--- config.mk ---
export PLATFORM = sky130hd
export DESIGN_NAME = dpc_top
export DESIGN_NICKNAME = d
export VERILOG_FILES = /design/src/dpc_pkg.sv /design/src/dpc_top.sv /design/src/dpc_sync.sv /design/src/dpc_cal_seq.sv
export SDC_FILE = /design/constraint.sdc
export NUM_CORES = 1
export LEC_CHECK = 0
export BUFFER_PORTS_ARGS = -buffer_cell sky130_fd_sc_hd__buf_2
export CELL_PAD_IN_SITES_DETAIL_PLACEMENT = 1
export CELL_PAD_IN_SITES_GLOBAL_PLACEMENT = 2
export CORE_MARGIN = 2
export CORE_UTILIZATION = 36
export DETAILED_ROUTE_END_ITERATION = 10
export PLACE_DENSITY_LB_ADDON = 0.1
export RECOVER_POWER = 100
export SLEW_MARGIN = 40
export SYNTH_ARGS = -nofsm -noshare
export SYNTH_HDL_FRONTEND = slang
export SYNTH_SLANG_ARGS = --single-unit
--- constraint.sdc ---
create_clock -name clk -period 5.95 [get_ports clk]
set_input_delay 1.785 -clock clk [delete_from_list [all_inputs] [get_ports clk]]
set_output_delay 1.785 -clock clk [all_outputs]
set_load 0.01 [all_outputs]
--- src/dpc_pkg.sv ---
// Purpose: shared constants and types of the power, calibration and loopback control
// Assumes: 25 MHz system clock, byte-wide register port
// Notes: times are in microseconds, cycle counts are derived from them
package dpc_pkg;
    localparam int unsigned CLK_MHZ = 25;
    localparam int unsigned RCAL_TIME_US = 17000;
    localparam int unsigned SETTLE_TIME_US = 129750;
    localparam int unsigned ADC_TIME_US = 256000;
    localparam int unsigned RCAL_CYCLES = RCAL_TIME_US * CLK_MHZ;
    localparam int unsigned SETTLE_CYCLES = SETTLE_TIME_US * CLK_MHZ;
    localparam int unsigned ADC_CYCLES = ADC_TIME_US * CLK_MHZ;
    localparam int CNT_W = 23;

    // register addresses
    localparam logic [7:0] REG_LINK_LOOP = 8'h01;
    localparam logic [7:0] REG_HYBRID = 8'h02;
    localparam logic [7:0] REG_HOOK = 8'h05;
    localparam logic [7:0] REG_POWER = 8'h06;
    localparam logic [7:0] REG_DIG_LOOP = 8'h0a;
    localparam logic [7:0] REG_STATUS = 8'h0c;
    localparam logic [7:0] REG_CAL = 8'h11;
    localparam logic [7:0] REG_RCAL = 8'h19;
    localparam logic [7:0] REG_PCM_LOOP = 8'h21;

    // field positions
    localparam int BIT_LINK_LOOP = 1;
    localparam int BIT_HYBRID = 1;
    localparam int BIT_OFFHOOK = 0;
    localparam int BIT_CHIP_PD = 3;
    localparam int BIT_LINK_PD = 4;
    localparam int BIT_DIG_LOOP = 0;
    localparam int BIT_RING_STAT = 0;
    localparam int BIT_LINE_PWR = 1;
    localparam int BIT_FDT = 6;
    localparam int BIT_CAL_MANUAL = 3;
    localparam int BIT_CAL_AUTO_DIS = 4;
    localparam int BIT_CAL_BUSY = 7;
    localparam int BIT_RCAL_DIS = 5;
    localparam int BIT_PCM_LOOP = 7;

    // reset values of control bits
    localparam logic LINK_PD_RST = 1'b1;
    localparam logic CHIP_PD_RST = 1'b0;
    localparam logic HYBRID_RST = 1'b1;

    // serial framing and filter shifts
    localparam logic [2:0] PCM_LAST = 3'h7;
    localparam logic [3:0] LINK_LAST = 4'hf;
    localparam logic [3:0] LINK_TX_SYNC = 4'ha;
    localparam logic [3:0] LINK_RX_SYNC = 4'h5;
    localparam int LRX_RING = 11;
    localparam int LRX_POWER = 10;
    localparam int ATT_SH1 = 3;
    localparam int ATT_SH2 = 5;

    typedef enum logic [1:0] {
        CAL_IDLE = 2'b00,
        CAL_RES = 2'b01,
        CAL_SETTLE = 2'b10,
        CAL_ADC = 2'b11
    } dpc_cal_state_type;

    // {chip_powerdown, link_powerdown}
    typedef enum logic [1:0] {
        PM_NORMAL = 2'b00,
        PM_RESET_OP = 2'b01,
        PM_SLEEP = 2'b10,
        PM_FULL_PD = 2'b11
    } dpc_pmode_type;

    typedef struct packed {
        logic [7:0] addr;
        logic [7:0] wdata;
        logic wr;
        logic rd;
    } dpc_reg_req_type;

    typedef struct packed {
        logic clk;
        logic frame_sync;
        logic rx_data;
    } dpc_pcm_in_type;
endpackage

--- src/dpc_top.sv ---
// Purpose: system-side power modes, isolation link, calibration and loopback paths
// Assumes: pcm and link pins are asynchronous and sampled by clk
// Notes: registers reached over a byte port with read data one cycle later
//
// Local design decisions: the address map and the strobed register port.
`timescale 1ns/100ps
// Behaviour
// - reset defaults keep line side powered down
// - link idle until link powerdown cleared
// - four power modes from two bits
// - reset defaults give reset operation mode
// - both bits clear: normal link operation
// - chip powerdown alone: sleep, link and ring
// - only reset leaves sleep or full powerdown
// - both bits set: only register reads work, no ring
// - off-hook: resistor cal, settle, adc cal
// - resistor cal disable suppresses resistor cal
// - manual adc cal on trigger falling edge with auto cal disabled
// - link powerdown: pcm loop through filters
// - link enabled: tx from line, frame detect
// - digital loopback returns pcm data unchanged
// - link loopback goes through line side
// - hybrid disabled: flag sent to line side over the link
module dpc_top #(
    parameter int unsigned RCAL_CYCLES = dpc_pkg::RCAL_CYCLES,
    parameter int unsigned SETTLE_CYCLES = dpc_pkg::SETTLE_CYCLES,
    parameter int unsigned ADC_CYCLES = dpc_pkg::ADC_CYCLES
) (
    input wire logic clk,
    input wire logic rst,
    input wire dpc_pkg::dpc_reg_req_type reg_req,
    output logic [7:0] reg_rdata,
    input wire dpc_pkg::dpc_pcm_in_type pcm_in,
    output logic pcm_tx_data,
    output logic pcm_tx_oe,
    input wire logic link_clk,
    input wire logic link_rx,
    output logic link_tx,
    output logic link_enable,
    output logic ring_detect_out_n
);
    typedef struct packed {
        logic [7:0] rdata;
        logic link_loopback_enable;
        logic hybrid_enable;
        logic offhook;
        logic chip_powerdown;
        logic link_powerdown;
        logic digital_data_loopback;
        logic manual_cal_trigger;
        logic auto_cal_disable;
        logic resistor_cal_disable;
        logic pcm_analog_loopback;
        logic pclk_d;
        logic pactive;
        logic [2:0] pbit;
        logic [7:0] prx_sh;
        logic [7:0] ptx_sh;
        logic ptx;
        logic ptx_oe;
        logic [7:0] rx_filt;
        logic [7:0] tx_word;
        logic [7:0] to_line;
        logic lclk_d;
        logic [3:0] lbit;
        logic [15:0] lrx_sh;
        logic [15:0] ltx_sh;
        logic ltx;
        logic frame_detect_status;
        logic [7:0] from_line;
        logic ring;
        logic line_power;
        logic ring_n;
    } dpc_top_state_type;

    localparam dpc_top_state_type ST_RST = '{
        link_powerdown: dpc_pkg::LINK_PD_RST,
        chip_powerdown: dpc_pkg::CHIP_PD_RST,
        hybrid_enable: dpc_pkg::HYBRID_RST,
        ring_n: 1'b1,
        default: '0
    };

    dpc_top_state_type st_ff;
    dpc_top_state_type nxt_st;

    logic [4:0] pin_s;
    logic pclk_s;
    logic pcm_frame_sync_s;
    logic drx_s;
    logic lclk_s;
    logic lrx_s;
    logic prise;
    logic lrise;
    logic lfall;
    logic [7:0] pbyte;
    logic [15:0] lword;
    logic power_lost;
    logic cal_busy;
    dpc_pkg::dpc_pmode_type pmode;

    // 0.9 dB loss of the filter path, about 1 - 1/8 + 1/32
    function automatic logic [7:0] atten(input logic [7:0] x);
        logic signed [7:0] v;
        v = signed'(x);
        atten = 8'(v - (v >>> dpc_pkg::ATT_SH1) + (v >>> dpc_pkg::ATT_SH2));
    endfunction

    dpc_sync #(
        .W(5)
    ) u_sync (
        .clk(clk),
        .rst(rst),
        .d({pcm_in.clk, pcm_in.frame_sync, pcm_in.rx_data, link_clk, link_rx}),
        .q(pin_s)
    );

    assign pclk_s = pin_s[4];
    assign pcm_frame_sync_s = pin_s[3];
    assign drx_s = pin_s[2];
    assign lclk_s = pin_s[1];
    assign lrx_s = pin_s[0];

    dpc_cal_seq #(
        .RCAL_CYC(RCAL_CYCLES),
        .SETTLE_CYC(SETTLE_CYCLES),
        .ADC_CYC(ADC_CYCLES)
    ) u_cal (
        .clk(clk),
        .rst(rst),
        .offhook(st_ff.offhook & ~st_ff.link_powerdown),
        .power_lost(power_lost),
        .resistor_cal_disable(st_ff.resistor_cal_disable),
        .auto_cal_disable(st_ff.auto_cal_disable),
        .manual_cal_trigger(st_ff.manual_cal_trigger),
        .busy(cal_busy)
    );

    always_comb
    begin
        nxt_st = st_ff;
        pmode = dpc_pkg::dpc_pmode_type'({st_ff.chip_powerdown, st_ff.link_powerdown});
        prise = pclk_s & ~st_ff.pclk_d;
        lrise = lclk_s & ~st_ff.lclk_d;
        lfall = ~lclk_s & st_ff.lclk_d;
        pbyte = {st_ff.prx_sh[6:0], drx_s};
        lword = {st_ff.lrx_sh[14:0], lrx_s};
        power_lost = 1'b0;
        nxt_st.pclk_d = pclk_s;
        nxt_st.lclk_d = lclk_s;

        // register port; writes are dropped while the chip is powered down
        nxt_st.rdata = '0;
        if (reg_req.wr && !st_ff.chip_powerdown)
        begin
            case (reg_req.addr)
                dpc_pkg::REG_LINK_LOOP:
                    nxt_st.link_loopback_enable = reg_req.wdata[dpc_pkg::BIT_LINK_LOOP];
                dpc_pkg::REG_HYBRID:
                    nxt_st.hybrid_enable = reg_req.wdata[dpc_pkg::BIT_HYBRID];
                dpc_pkg::REG_HOOK:
                    nxt_st.offhook = reg_req.wdata[dpc_pkg::BIT_OFFHOOK];
                dpc_pkg::REG_POWER:
                begin
                    nxt_st.chip_powerdown = reg_req.wdata[dpc_pkg::BIT_CHIP_PD];
                    nxt_st.link_powerdown = reg_req.wdata[dpc_pkg::BIT_LINK_PD];
                end
                dpc_pkg::REG_DIG_LOOP:
                    nxt_st.digital_data_loopback = reg_req.wdata[dpc_pkg::BIT_DIG_LOOP];
                dpc_pkg::REG_CAL:
                begin
                    nxt_st.manual_cal_trigger = reg_req.wdata[dpc_pkg::BIT_CAL_MANUAL];
                    nxt_st.auto_cal_disable = reg_req.wdata[dpc_pkg::BIT_CAL_AUTO_DIS];
                end
                dpc_pkg::REG_RCAL:
                    nxt_st.resistor_cal_disable = reg_req.wdata[dpc_pkg::BIT_RCAL_DIS];
                dpc_pkg::REG_PCM_LOOP:
                    nxt_st.pcm_analog_loopback = reg_req.wdata[dpc_pkg::BIT_PCM_LOOP];
                default:
                    nxt_st.rdata = '0;
            endcase
        end
        if (reg_req.rd)
        begin
            case (reg_req.addr)
                dpc_pkg::REG_LINK_LOOP:
                    nxt_st.rdata[dpc_pkg::BIT_LINK_LOOP] = st_ff.link_loopback_enable;
                dpc_pkg::REG_HYBRID:
                    nxt_st.rdata[dpc_pkg::BIT_HYBRID] = st_ff.hybrid_enable;
                dpc_pkg::REG_HOOK:
                    nxt_st.rdata[dpc_pkg::BIT_OFFHOOK] = st_ff.offhook;
                dpc_pkg::REG_POWER:
                begin
                    nxt_st.rdata[dpc_pkg::BIT_CHIP_PD] = st_ff.chip_powerdown;
                    nxt_st.rdata[dpc_pkg::BIT_LINK_PD] = st_ff.link_powerdown;
                end
                dpc_pkg::REG_DIG_LOOP:
                    nxt_st.rdata[dpc_pkg::BIT_DIG_LOOP] = st_ff.digital_data_loopback;
                dpc_pkg::REG_STATUS:
                begin
                    nxt_st.rdata[dpc_pkg::BIT_FDT] = st_ff.frame_detect_status;
                    nxt_st.rdata[dpc_pkg::BIT_RING_STAT] = st_ff.ring & st_ff.frame_detect_status;
                    nxt_st.rdata[dpc_pkg::BIT_LINE_PWR] = st_ff.line_power & st_ff.frame_detect_status;
                end
                dpc_pkg::REG_CAL:
                begin
                    nxt_st.rdata[dpc_pkg::BIT_CAL_MANUAL] = st_ff.manual_cal_trigger;
                    nxt_st.rdata[dpc_pkg::BIT_CAL_AUTO_DIS] = st_ff.auto_cal_disable;
                    nxt_st.rdata[dpc_pkg::BIT_CAL_BUSY] = cal_busy;
                end
                dpc_pkg::REG_RCAL:
                    nxt_st.rdata[dpc_pkg::BIT_RCAL_DIS] = st_ff.resistor_cal_disable;
                dpc_pkg::REG_PCM_LOOP:
                    nxt_st.rdata[dpc_pkg::BIT_PCM_LOOP] = st_ff.pcm_analog_loopback;
                default:
                    nxt_st.rdata = '0;
            endcase
        end

        // pcm highway, only while the chip is not powered down
        if (st_ff.chip_powerdown)
        begin
            nxt_st.pactive = 1'b0;
            nxt_st.ptx = 1'b0;
            nxt_st.ptx_oe = 1'b0;
        end
        else if (prise)
        begin
            if (pcm_frame_sync_s)
            begin
                nxt_st.pactive = 1'b1;
                nxt_st.pbit = '0;
                nxt_st.prx_sh = {7'h00, drx_s};
                nxt_st.ptx = st_ff.tx_word[7];
                nxt_st.ptx_sh = {st_ff.tx_word[6:0], 1'b0};
                nxt_st.ptx_oe = 1'b1;
            end
            else if (st_ff.pactive)
            begin
                nxt_st.prx_sh = pbyte;
                nxt_st.pbit = st_ff.pbit + 1'b1;
                nxt_st.ptx = st_ff.ptx_sh[7];
                nxt_st.ptx_sh = {st_ff.ptx_sh[6:0], 1'b0};
                if (st_ff.pbit + 1'b1 == dpc_pkg::PCM_LAST)
                begin
                    nxt_st.pactive = 1'b0;
                    if (st_ff.digital_data_loopback)
                        nxt_st.tx_word = pbyte;
                    else if (st_ff.link_powerdown)
                    begin
                        nxt_st.rx_filt = atten(pbyte);
                        nxt_st.tx_word = st_ff.rx_filt;
                    end
                    else if (st_ff.pcm_analog_loopback)
                        nxt_st.tx_word = st_ff.from_line;
                    else
                    begin
                        nxt_st.to_line = atten(pbyte);
                        nxt_st.tx_word = st_ff.from_line;
                    end
                end
            end
            else
            begin
                nxt_st.ptx = 1'b0;
                nxt_st.ptx_oe = 1'b0;
            end
        end

        // isolation link
        if (st_ff.link_powerdown)
        begin
            nxt_st.lbit = '0;
            nxt_st.lrx_sh = '0;
            nxt_st.ltx_sh = '0;
            nxt_st.ltx = 1'b0;
            nxt_st.frame_detect_status = 1'b0;
            nxt_st.ring = 1'b0;
            nxt_st.line_power = 1'b0;
        end
        else
        begin
            if (lrise)
            begin
                nxt_st.lrx_sh = lword;
                if (st_ff.lbit == dpc_pkg::LINK_LAST)
                begin
                    // on a bad sync the window slides one bit and checks again
                    if (lword[15:12] == dpc_pkg::LINK_RX_SYNC)
                    begin
                        nxt_st.frame_detect_status = 1'b1;
                        nxt_st.ring = lword[dpc_pkg::LRX_RING];
                        nxt_st.line_power = lword[dpc_pkg::LRX_POWER];
                        power_lost = st_ff.frame_detect_status & st_ff.line_power & ~lword[dpc_pkg::LRX_POWER];
                        nxt_st.lbit = '0;
                        if (st_ff.pcm_analog_loopback && !st_ff.digital_data_loopback)
                        begin
                            nxt_st.rx_filt = atten(lword[7:0]);
                            nxt_st.to_line = atten(st_ff.rx_filt);
                            nxt_st.from_line = lword[7:0];
                        end
                        else
                            nxt_st.from_line = atten(lword[7:0]);
                        nxt_st.ltx_sh = {dpc_pkg::LINK_TX_SYNC, st_ff.offhook, st_ff.hybrid_enable,
                                         st_ff.link_loopback_enable, 1'b0, st_ff.to_line};
                    end
                    else
                        nxt_st.frame_detect_status = 1'b0;
                end
                else
                    nxt_st.lbit = st_ff.lbit + 1'b1;
            end
            if (lfall)
            begin
                nxt_st.ltx = st_ff.ltx_sh[15];
                nxt_st.ltx_sh = {st_ff.ltx_sh[14:0], 1'b0};
            end
        end

        // ring output only with a live link and not in full powerdown
        nxt_st.ring_n = ~(st_ff.ring & st_ff.frame_detect_status & (pmode != dpc_pkg::PM_FULL_PD));
    end

    always_ff @(posedge clk or posedge rst)
    begin
        if (rst)
            st_ff <= ST_RST;
        else
            st_ff <= nxt_st;
    end

    assign reg_rdata = st_ff.rdata;
    assign pcm_tx_data = st_ff.ptx;
    assign pcm_tx_oe = st_ff.ptx_oe;
    assign link_tx = st_ff.ltx;
    assign link_enable = ~st_ff.link_powerdown;
    assign ring_detect_out_n = st_ff.ring_n;
endmodule

--- src/dpc_sync.sv ---
// Purpose: two-flop synchroniser for asynchronous pins
// Assumes: one clock
// Notes: first stage is read only by the second
`timescale 1ns/100ps
module dpc_sync #(
    parameter int W = 1
) (
    input wire logic clk,
    input wire logic rst,
    input wire logic [W-1:0] d,
    output logic [W-1:0] q
);
    typedef struct packed {
        logic [W-1:0] s1;
        logic [W-1:0] s2;
    } dpc_sync_state_type;

    dpc_sync_state_type st_ff;
    dpc_sync_state_type nxt_st;

    always_comb
    begin
        for (int i = 0; i < W; i++)
        begin
            nxt_st.s1[i] = d[i];
            nxt_st.s2[i] = st_ff.s1[i];
        end
    end

    always_ff @(posedge clk or posedge rst)
    begin
        if (rst)
            st_ff <= '0;
        else
            st_ff <= nxt_st;
    end

    assign q = st_ff.s2;
endmodule

--- src/dpc_cal_seq.sv ---
// Purpose: resistor, settle and adc calibration sequencer
// Assumes: counts given in system clock cycles
// Notes: going on-hook aborts an automatic sequence in its resistor or settle stage, not in its adc stage
`timescale 1ns/100ps
module dpc_cal_seq #(
    parameter int unsigned RCAL_CYC = dpc_pkg::RCAL_CYCLES,
    parameter int unsigned SETTLE_CYC = dpc_pkg::SETTLE_CYCLES,
    parameter int unsigned ADC_CYC = dpc_pkg::ADC_CYCLES
) (
    input wire logic clk,
    input wire logic rst,
    input wire logic offhook,
    input wire logic power_lost,
    input wire logic resistor_cal_disable,
    input wire logic auto_cal_disable,
    input wire logic manual_cal_trigger,
    output logic busy
);
    localparam int CW = dpc_pkg::CNT_W;
    localparam logic [CW-1:0] RCAL_LD = CW'(RCAL_CYC - 1);
    localparam logic [CW-1:0] SETTLE_LD = CW'(SETTLE_CYC - 1);
    localparam logic [CW-1:0] ADC_LD = CW'(ADC_CYC - 1);

    typedef struct packed {
        dpc_pkg::dpc_cal_state_type state;
        logic [CW-1:0] cnt;
        logic hook_d;
        logic manual_cal_trigger_d;
    } dpc_cal_state_reg_type;

    dpc_cal_state_reg_type st_ff;
    dpc_cal_state_reg_type nxt_st;

    logic auto_start;
    logic manual_start;

    always_comb
    begin
        nxt_st = st_ff;
        nxt_st.hook_d = offhook;
        nxt_st.manual_cal_trigger_d = manual_cal_trigger;
        auto_start = (offhook & ~st_ff.hook_d) | (power_lost & offhook);
        manual_start = st_ff.manual_cal_trigger_d & ~manual_cal_trigger & auto_cal_disable;
        if (st_ff.cnt != '0)
            nxt_st.cnt = st_ff.cnt - 1'b1;
        if (auto_start)
        begin
            if (!resistor_cal_disable)
            begin
                nxt_st.state = dpc_pkg::CAL_RES;
                nxt_st.cnt = RCAL_LD;
            end
            else
            begin
                nxt_st.state = dpc_pkg::CAL_SETTLE;
                nxt_st.cnt = SETTLE_LD;
            end
        end
        else
        begin
            case (st_ff.state)
                dpc_pkg::CAL_IDLE:
                begin
                    if (manual_start)
                    begin
                        nxt_st.state = dpc_pkg::CAL_ADC;
                        nxt_st.cnt = ADC_LD;
                    end
                end
                dpc_pkg::CAL_RES:
                begin
                    if (!offhook)
                        nxt_st.state = dpc_pkg::CAL_IDLE;
                    else if (st_ff.cnt == '0)
                    begin
                        nxt_st.state = dpc_pkg::CAL_SETTLE;
                        nxt_st.cnt = SETTLE_LD;
                    end
                end
                dpc_pkg::CAL_SETTLE:
                begin
                    if (!offhook || (st_ff.cnt == '0 && auto_cal_disable))
                        nxt_st.state = dpc_pkg::CAL_IDLE;
                    else if (st_ff.cnt == '0)
                    begin
                        nxt_st.state = dpc_pkg::CAL_ADC;
                        nxt_st.cnt = ADC_LD;
                    end
                end
                dpc_pkg::CAL_ADC:
                begin
                    if (st_ff.cnt == '0)
                        nxt_st.state = dpc_pkg::CAL_IDLE;
                end
                default:
                    nxt_st.state = dpc_pkg::CAL_IDLE;
            endcase
        end
    end

    always_ff @(posedge clk or posedge rst)
    begin
        if (rst)
            st_ff <= '{state: dpc_pkg::CAL_IDLE, default: '0};
        else
            st_ff <= nxt_st;
    end

    assign busy = (st_ff.state != dpc_pkg::CAL_IDLE);
endmodule

==> metrics.md, run 1 <==
| Metric | Value |
|---|---|
| Crit share post-route | slightly above 70% |
| Total negative setup slack | 0 ns |
| Sequential fraction of the synthesis area | between 40% and 50% |
| TritonRoute pass-1 iters | 4 |
| #FFs+latches synth | between 100 and 150 |
| CTS clk-pin slew, worst paths | roughly 0.06 ns |
| H-Tree Level Count | 4 |
| Root Driver | clkbuf_16 |
| Iter 0 DRT Violations | between 200 and 300 |
| Psw | 1.32 mW |
| CTS tree | done |
| Die X | 156 um |
| Overflow after GRT | 0 |
| Gate Count Post-Synth | roughly 870 |
| Bufs on Longest Clock Path | 2 |
| Die area | about 24000 um^2 |
| Port bufs | 34 |
| Vias per std cell | between 5 and 6 |
| Warnings, synthesis | 0 |
| Comb pwr share | about 33% |
| RSZ-0062 raised after global routing | no |
| Crit-path max cell delay | ~1.9 ns |
| Design internal power | between 2 and 2.5 mW |
| Detail Route Antenna Nets | 0 |
| Initial Util | 36.8% |
| # nets final | ~970 |
| Post-CTS Repair Setup Buffers | 0 |
| Number of global-route vias before repair | 6904 |
| Largest net degree at the start of global routing | 68 |
| Core footprint | roughly 23000 um^2 |
| Critical-path top delay cell | clkbuf_1 |
| Row Count | 55 |
| Hpwl dp | ~15000 um |
| First-pass GRT wire length | around 36000 um |
| Switching Fraction | around 36% |
| Max FO, Critical Path | 53 |
| Startpoint Class | register |
| Area delta synth->final | 11.2% |
| N_diodes | 0 |
| Worst path most repeated cell | clkbuf_1 |
| Final Hold Fails | 0 |
| Crit path cell chain | clkbuf_1 -> or3_1 -> nor2_1 -> clkbuf_1 -> nand3_1 -> a21oi_1 -> nor3_1 |
| Wire per inst | about 18 um |
| Sequential share of power | between 30% and 40% |
| I/O pin count | 38 |
| Syn Area/Cell | approximately 9.6 um^2 |
| Slew @ Worst Pin | slightly above 3 ns |
| Hold Path Class | register to register |
| Synth Net Count | between 900 and 1000 |
| Detailed-route wire length | between 20000 and 25000 um |
| Fmax | 0.238 GHz |
| Clock Skews | about 0.0096 ns |
| Worst Path Arrival | 4.55 ns |
| Critical path required time | approximately 6.3 ns |
| Failing checks | max-capacitance violations, max-slew violations |
| Initial antenna violation count | 0 |
| Critical Path End Type | register |
| Clock tree sinks | between 100 and 150 |
| DR DRC count | 0 |
| Routability cong. | approximately 0.79 |
| IR drop worst, VDD | 0.184 mV |
| Clock Power Share | between 20 and 30% |
| Die H | 156 um |
| Leading cell type in the layout, fill and taps excluded | dfrtp_1 |
| Status | finished, violations left |
| Post-synthesis cell area | around 8400 um^2 |
| Fin. max-slew vios | ~140 |
| Pwr Total | 3.63 mW |
| Power Density | 390 nW/um^2 |
| Lkg Pwr | slightly above 4 nW |
| Total GRT Usage | between 10% and 20% |
| Async S/R FF share, synth | between 90% and 100% |
| Slew margin rel. | -107% |
| Synth Flop Type | dfrtp_1 |
| Via count | between 6000 and 7000 |
| Maxcap violations | 3 |
| EDFF count, synth | 0 |
| # setup viols final | 0 |
| Post-CTS sizing | 0 |
| Crit path time final | 4.20 ns |
| Clk Latency, worst-skew pair | 0.42 ns |
| Post-synthesis cell type count | between 60 and 70 |
| Layout cells sized above 1 | under 10% |
| WS Path Type | register to register |
| Cts hold-fix bufs | 0 |
| Most frequent cells in the layout | dfrtp_1, nor2_1, nand2_1 |
| Cts bufs inserted | 17 |
## final timing paths
path	start	endpoint	slack, ns	depth (start not counted)
max in group asynchronous	rst	lword[10]	2.10	3
setup / recovery	pmode[0]	st_ff[73]	1.75	7
hold / removal	u_sync.nxt_st[2]	u_sync.q[2]	0.35	0
hold reg to reg	u_sync.nxt_st[2]	u_sync.q[2]	0.35	0
setup reg to reg	pmode[0]	st_ff[73]	1.75	7
min in group asynchronous	rst	reg_rdata[6]	2.24	2
## critical path, delay by kind of cell, from the launching register on
family                 cells  cell delay, ns
buffers and inverters      2            2.37
and+or+nand+nor            4            1.09
AOI/OAI and AO/OA          1            0.11
DFF                        1            0.53
## state kept, by name, summed over array words and instances (netlist names)
name               flops
u_sync.nxt_st          5
st_ff                 76
ring_detect_out_n      1
u_sync.q               5
pmode                  2
link_tx                1
pcm_tx_data            1
pbyte                  7
lword                 15
pcm_tx_oe              1
reg_rdata              7
u_cal.st_ff           27
## cell usage after synthesis (all sizes together) (11+ instances only)
| master | instances | area [um^2] |
|---|---|---|
| a211oi | 16 | 120 |
| a21oi | 54 | 274 |
| a31oi | 12 | 75.1 |
| buf | 14 | 88.8 |
| clkbuf | 28 | 105 |
| dfrtp | 145 | 3630 |
| fa | 12 | 240 |
| ha | 39 | 488 |
| inv | 62 | 233 |
| mux2i | 45 | 450 |
| nand2 | 77 | 289 |
| nand3 | 14 | 70.1 |
| nor2 | 87 | 343 |
| nor2b | 14 | 87.6 |
| nor3 | 20 | 105 |
| nor4 | 11 | 68.8 |
| o21ai | 62 | 314 |
| xnor2 | 18 | 158 |
| xor2 | 18 | 158 |
## power groups by stage
stage               Clock (mW)  Sequential, mW  Combinational [mW]
finish                    1.04            1.39                1.19
floorplan                    0            1.34               0.957
CTS                       1.08            1.39                1.22
global placement             0            1.39                1.16
global route              1.12            1.42                1.37
detailed placement           0            1.41                1.21
## layout make-up
type,count,area (um^2)
Clock buffer,22,464
Clock inverter,10,101
Fill cell,2587,13400
Inverter,62,234
Multi-Input combinational cell,622,4210
Sequential cell,148,3710
Tap cell,285,357
Timing Repair Buffer,44,211
## routing by layer
layer	up-vias	GRT usage, %	wire (um)
li1	3067	-	-
met1	3192	24.9	10100
met2	58	30.7	10200
met3	17	3.63	476
met4	0	4.94	261
met5	-	0	0
## logic make-up after synthesis
group | synth area share, %
AOI/OAI and AO/OA | 14.2
xor gates and xnor gates | 3.77
muxes | 6.74
and+or+nand+nor | 16.9
DFF | 44.4
buffers and inverters | 5.11
other | 0.0449
adders and majority gates | 8.84
## per-stage QoR
step / worst slack [ns] / cell area [um^2] / utilization (%) / std cells / hold WS [ns]
floorplan: 0.190 / 8350 / - / 874 / 0.331
global placement: 2.30 / 8760 / 38.6 / 1160 / 0.332
detailed placement: 2.35 / 8780 / 38.7 / 1160 / 0.336
CTS: 2.52 / 9340 / 41.1 / 1192 / 0.348
global route: 1.27 / 9290 / 40.9 / 1193 / 0.356
finish: 1.75 / 9290 / 40.9 / 1193 / 0.345
Power figures use the tool's default switching activity.
==> run 2, diff against run 1 <==
==> constraint.sdc (replaced) <==
create_clock -name clk -period 3.4 [get_ports clk]
set_input_delay 1.02 -clock clk [delete_from_list [all_inputs] [get_ports clk]]
set_output_delay 1.02 -clock clk [all_outputs]
set_load 0.01 [all_outputs]
==> metrics.md, run 2 (synthesized netlist as in run 1, its figures left out) <==
| Metric | Value |
|---|---|
| Iter 0 DRT Violations | between 200 and 300 |
| Die X | about 160 um |
| Post-DP Area | between 8000 and 9000 um^2 |
| IR drop worst, VDD | ~0.30 mV |
| Leading cell type in the layout, fill and taps excluded | dfrtp_1 |
| Worst Path Arrival | 3.28 ns |
| Total GRT Usage | a little under a fifth |
| Number of global-route vias before repair | roughly 6900 |
| Routability cong. | 0.784 |
| Core footprint | 22700 um^2 |
| Max FO, Critical Path | 16 |
| TritonRoute pass-1 iters | 4 |
| N_diodes | 0 |
| Detailed-route wire length | roughly 21000 um |
| Bufs on Longest Clock Path | 2 |
| Hpwl dp | ~16000 um |
| CTS tree | done |
| Most frequent cells in the layout | dfrtp_1, nor2_1, nand2_1 |
| Cts hold-fix bufs | 0 |
| Initial antenna violation count | 0 |
| Cts bufs inserted | 17 |
| Post-place setup slack | a little under 0.4 ns |
| Post-CTS Repair Setup Buffers | 0 |
| Placed Cells | 1170 |
| Fmax | between 0.3 and 0.4 GHz |
| Hold Path Class | register to register |
| Die H | 156 um |
| CTS clk-pin slew, worst paths | about 0.060 ns |
| Critical path required time | 3.69 ns |
| H-Tree Level Count | 4 |
| Port bufs | 34 |
| Largest net degree at the start of global routing | between 80 and 90 |
| Most flop-heavy register | st_ff |
| Area delta synth->final | 11.8% |
| Post-Layout Cell Count | around 1200 |
| Via count | approximately 6400 |
| Vias per std cell | 5.32 |
| Clk Latency, worst-skew pair | roughly 0.44 ns |
| Slew margin rel. | -31.8% |
| Startpoint Class | register |
| Layout cells sized above 1 | 9.38% |
| Crit path time final | about 3 ns |
| Critical Path End Type | register |
| Pwr Total | 6.37 mW |
| Multi-input gate area | 4210 um^2 |
| Wire per inst | ~18 um |
| Fin. max-slew vios | 34 |
| Initial Util | around 37% |
| Root Driver | clkbuf_16 |
| First-pass GRT wire length | roughly 36000 um |
| Filler cells | approximately 2600 |
| Failing checks | max-capacitance violations, max-slew violations |
| DR DRC count | 0 |
| Clock tree sinks | between 100 and 150 |
| Overflow after GRT | 0 |
| Post-route design area | 9340 um^2 |
| GR Util met2 | a little under a third |
| Grt met1 use | 25.4% |
| Final Hold Fails | 0 |
| Setup ws final | 0.414 ns |
| Clock Skews | approximately 0.016 ns |
| Die area | ~24000 um^2 |
| GR Layer Usage met3 | approximately 3.3% |
| Worst path most repeated cell | clkbuf_1 |
| Post-CTS sizing | 0 |
| # setup viols final | 0 |
| Row Count | 55 |
| Global routing's busiest layer | met2 |
| Crit share post-route | ~90% |
| Area occupied by registers | between 3000 and 4000 um^2 |
| Total negative setup slack | 0 ns |
| Slew @ Worst Pin | between 1.5 and 2 ns |
| Max FFs per register | 76 |
| Critical-path top delay cell | dfstp_1 |
| I/O pin count | 38 |
| Crit-path max cell delay | about 0.9 ns |
| RSZ-0062 raised after global routing | no |
| Crit path cell chain | inv_1 -> nand2_1 -> a21oi_1 -> clkbuf_1 -> a311oi_1 -> clkbuf_1 -> and2_0 -> o31ai_1 |
| # nets final | 980 |
| Power Density | slightly below 700 nW/um^2 |
| Detail Route Antenna Nets | 0 |
| WS Path Type | register to register |
| Lkg Pwr | 4.14 nW |
| Status | finished, violations left |
| Maxcap violations | 1 |
-- run 2: cell count changes in the layout (fill, tap and decap cells not counted), moves of 2 or more --
cell,previous run,this run
buf_4,6,8
clkbuf_1,22,26
clkbuf_8,2,0
inv_6,1,4
-- run 2: worst max-delay path, delay by kind of cell (launching register included) --
family	cells	cell delay, ns
flip-flops	1	0.89
AO/OA/AOI/OAI	3	0.39
AND/OR/NAND/NOR	2	0.49
buffers and inverters	3	1.08
-- run 2: routing by layer --
metal | wire (um) | up-vias
met2 | 10300 | 58
met3 | 393 | 22
met5 | 0 | -
met4 | 272 | 0
met1 | 10500 | 3222
li1 | - | 3088
-- run 2: report_power, final --
group / internal, mW / switching (mW) / leakage (nW)
Combinational: 0.929 / 1.18 / 1.97
Sequential: 2.07 / 0.351 / 1.92
Clock: 1.02 / 0.816 / 0.257
-- run 2: final cells by class --
type | instances | area share [%]
Sequential cell | 148 | 39.7
Clock buffer | 19 | 4.64
Clock inverter | 13 | 1.34
Tap cell | 285 | 3.82
Timing Repair Buffer | 53 | 2.90
Multi-Input combinational cell | 622 | 45.1
Inverter | 62 | 2.51
-- run 2: final timing paths --
kind / slack [ns] / end / start / depth (start not counted)
setup / recovery: 0.41 / u_cal.st_ff[26] / pmode[0] / 8
hold / removal: 0.34 / u_sync.q[1] / u_sync.nxt_st[1] / 0
setup reg to reg: 0.41 / u_cal.st_ff[26] / pmode[0] / 8
hold reg to reg: 0.34 / u_sync.q[1] / u_sync.nxt_st[1] / 0
max in group asynchronous: 0.68 / u_cal.st_ff[15] / rst / 3
min in group asynchronous: 0.55 / st_ff[47] / rst / 2
-- run 2: stage by stage --
step / hold slack (ns) / utilization, %
2_1_floorplan: 0.331 / -
3_3_place_gp: 0.332 / 38.9
3_5_place_dp: 0.336 / 38.9
4_1_cts: 0.349 / 41.4
5_1_grt: 0.350 / 41.1
6_report: 0.345 / 41.1
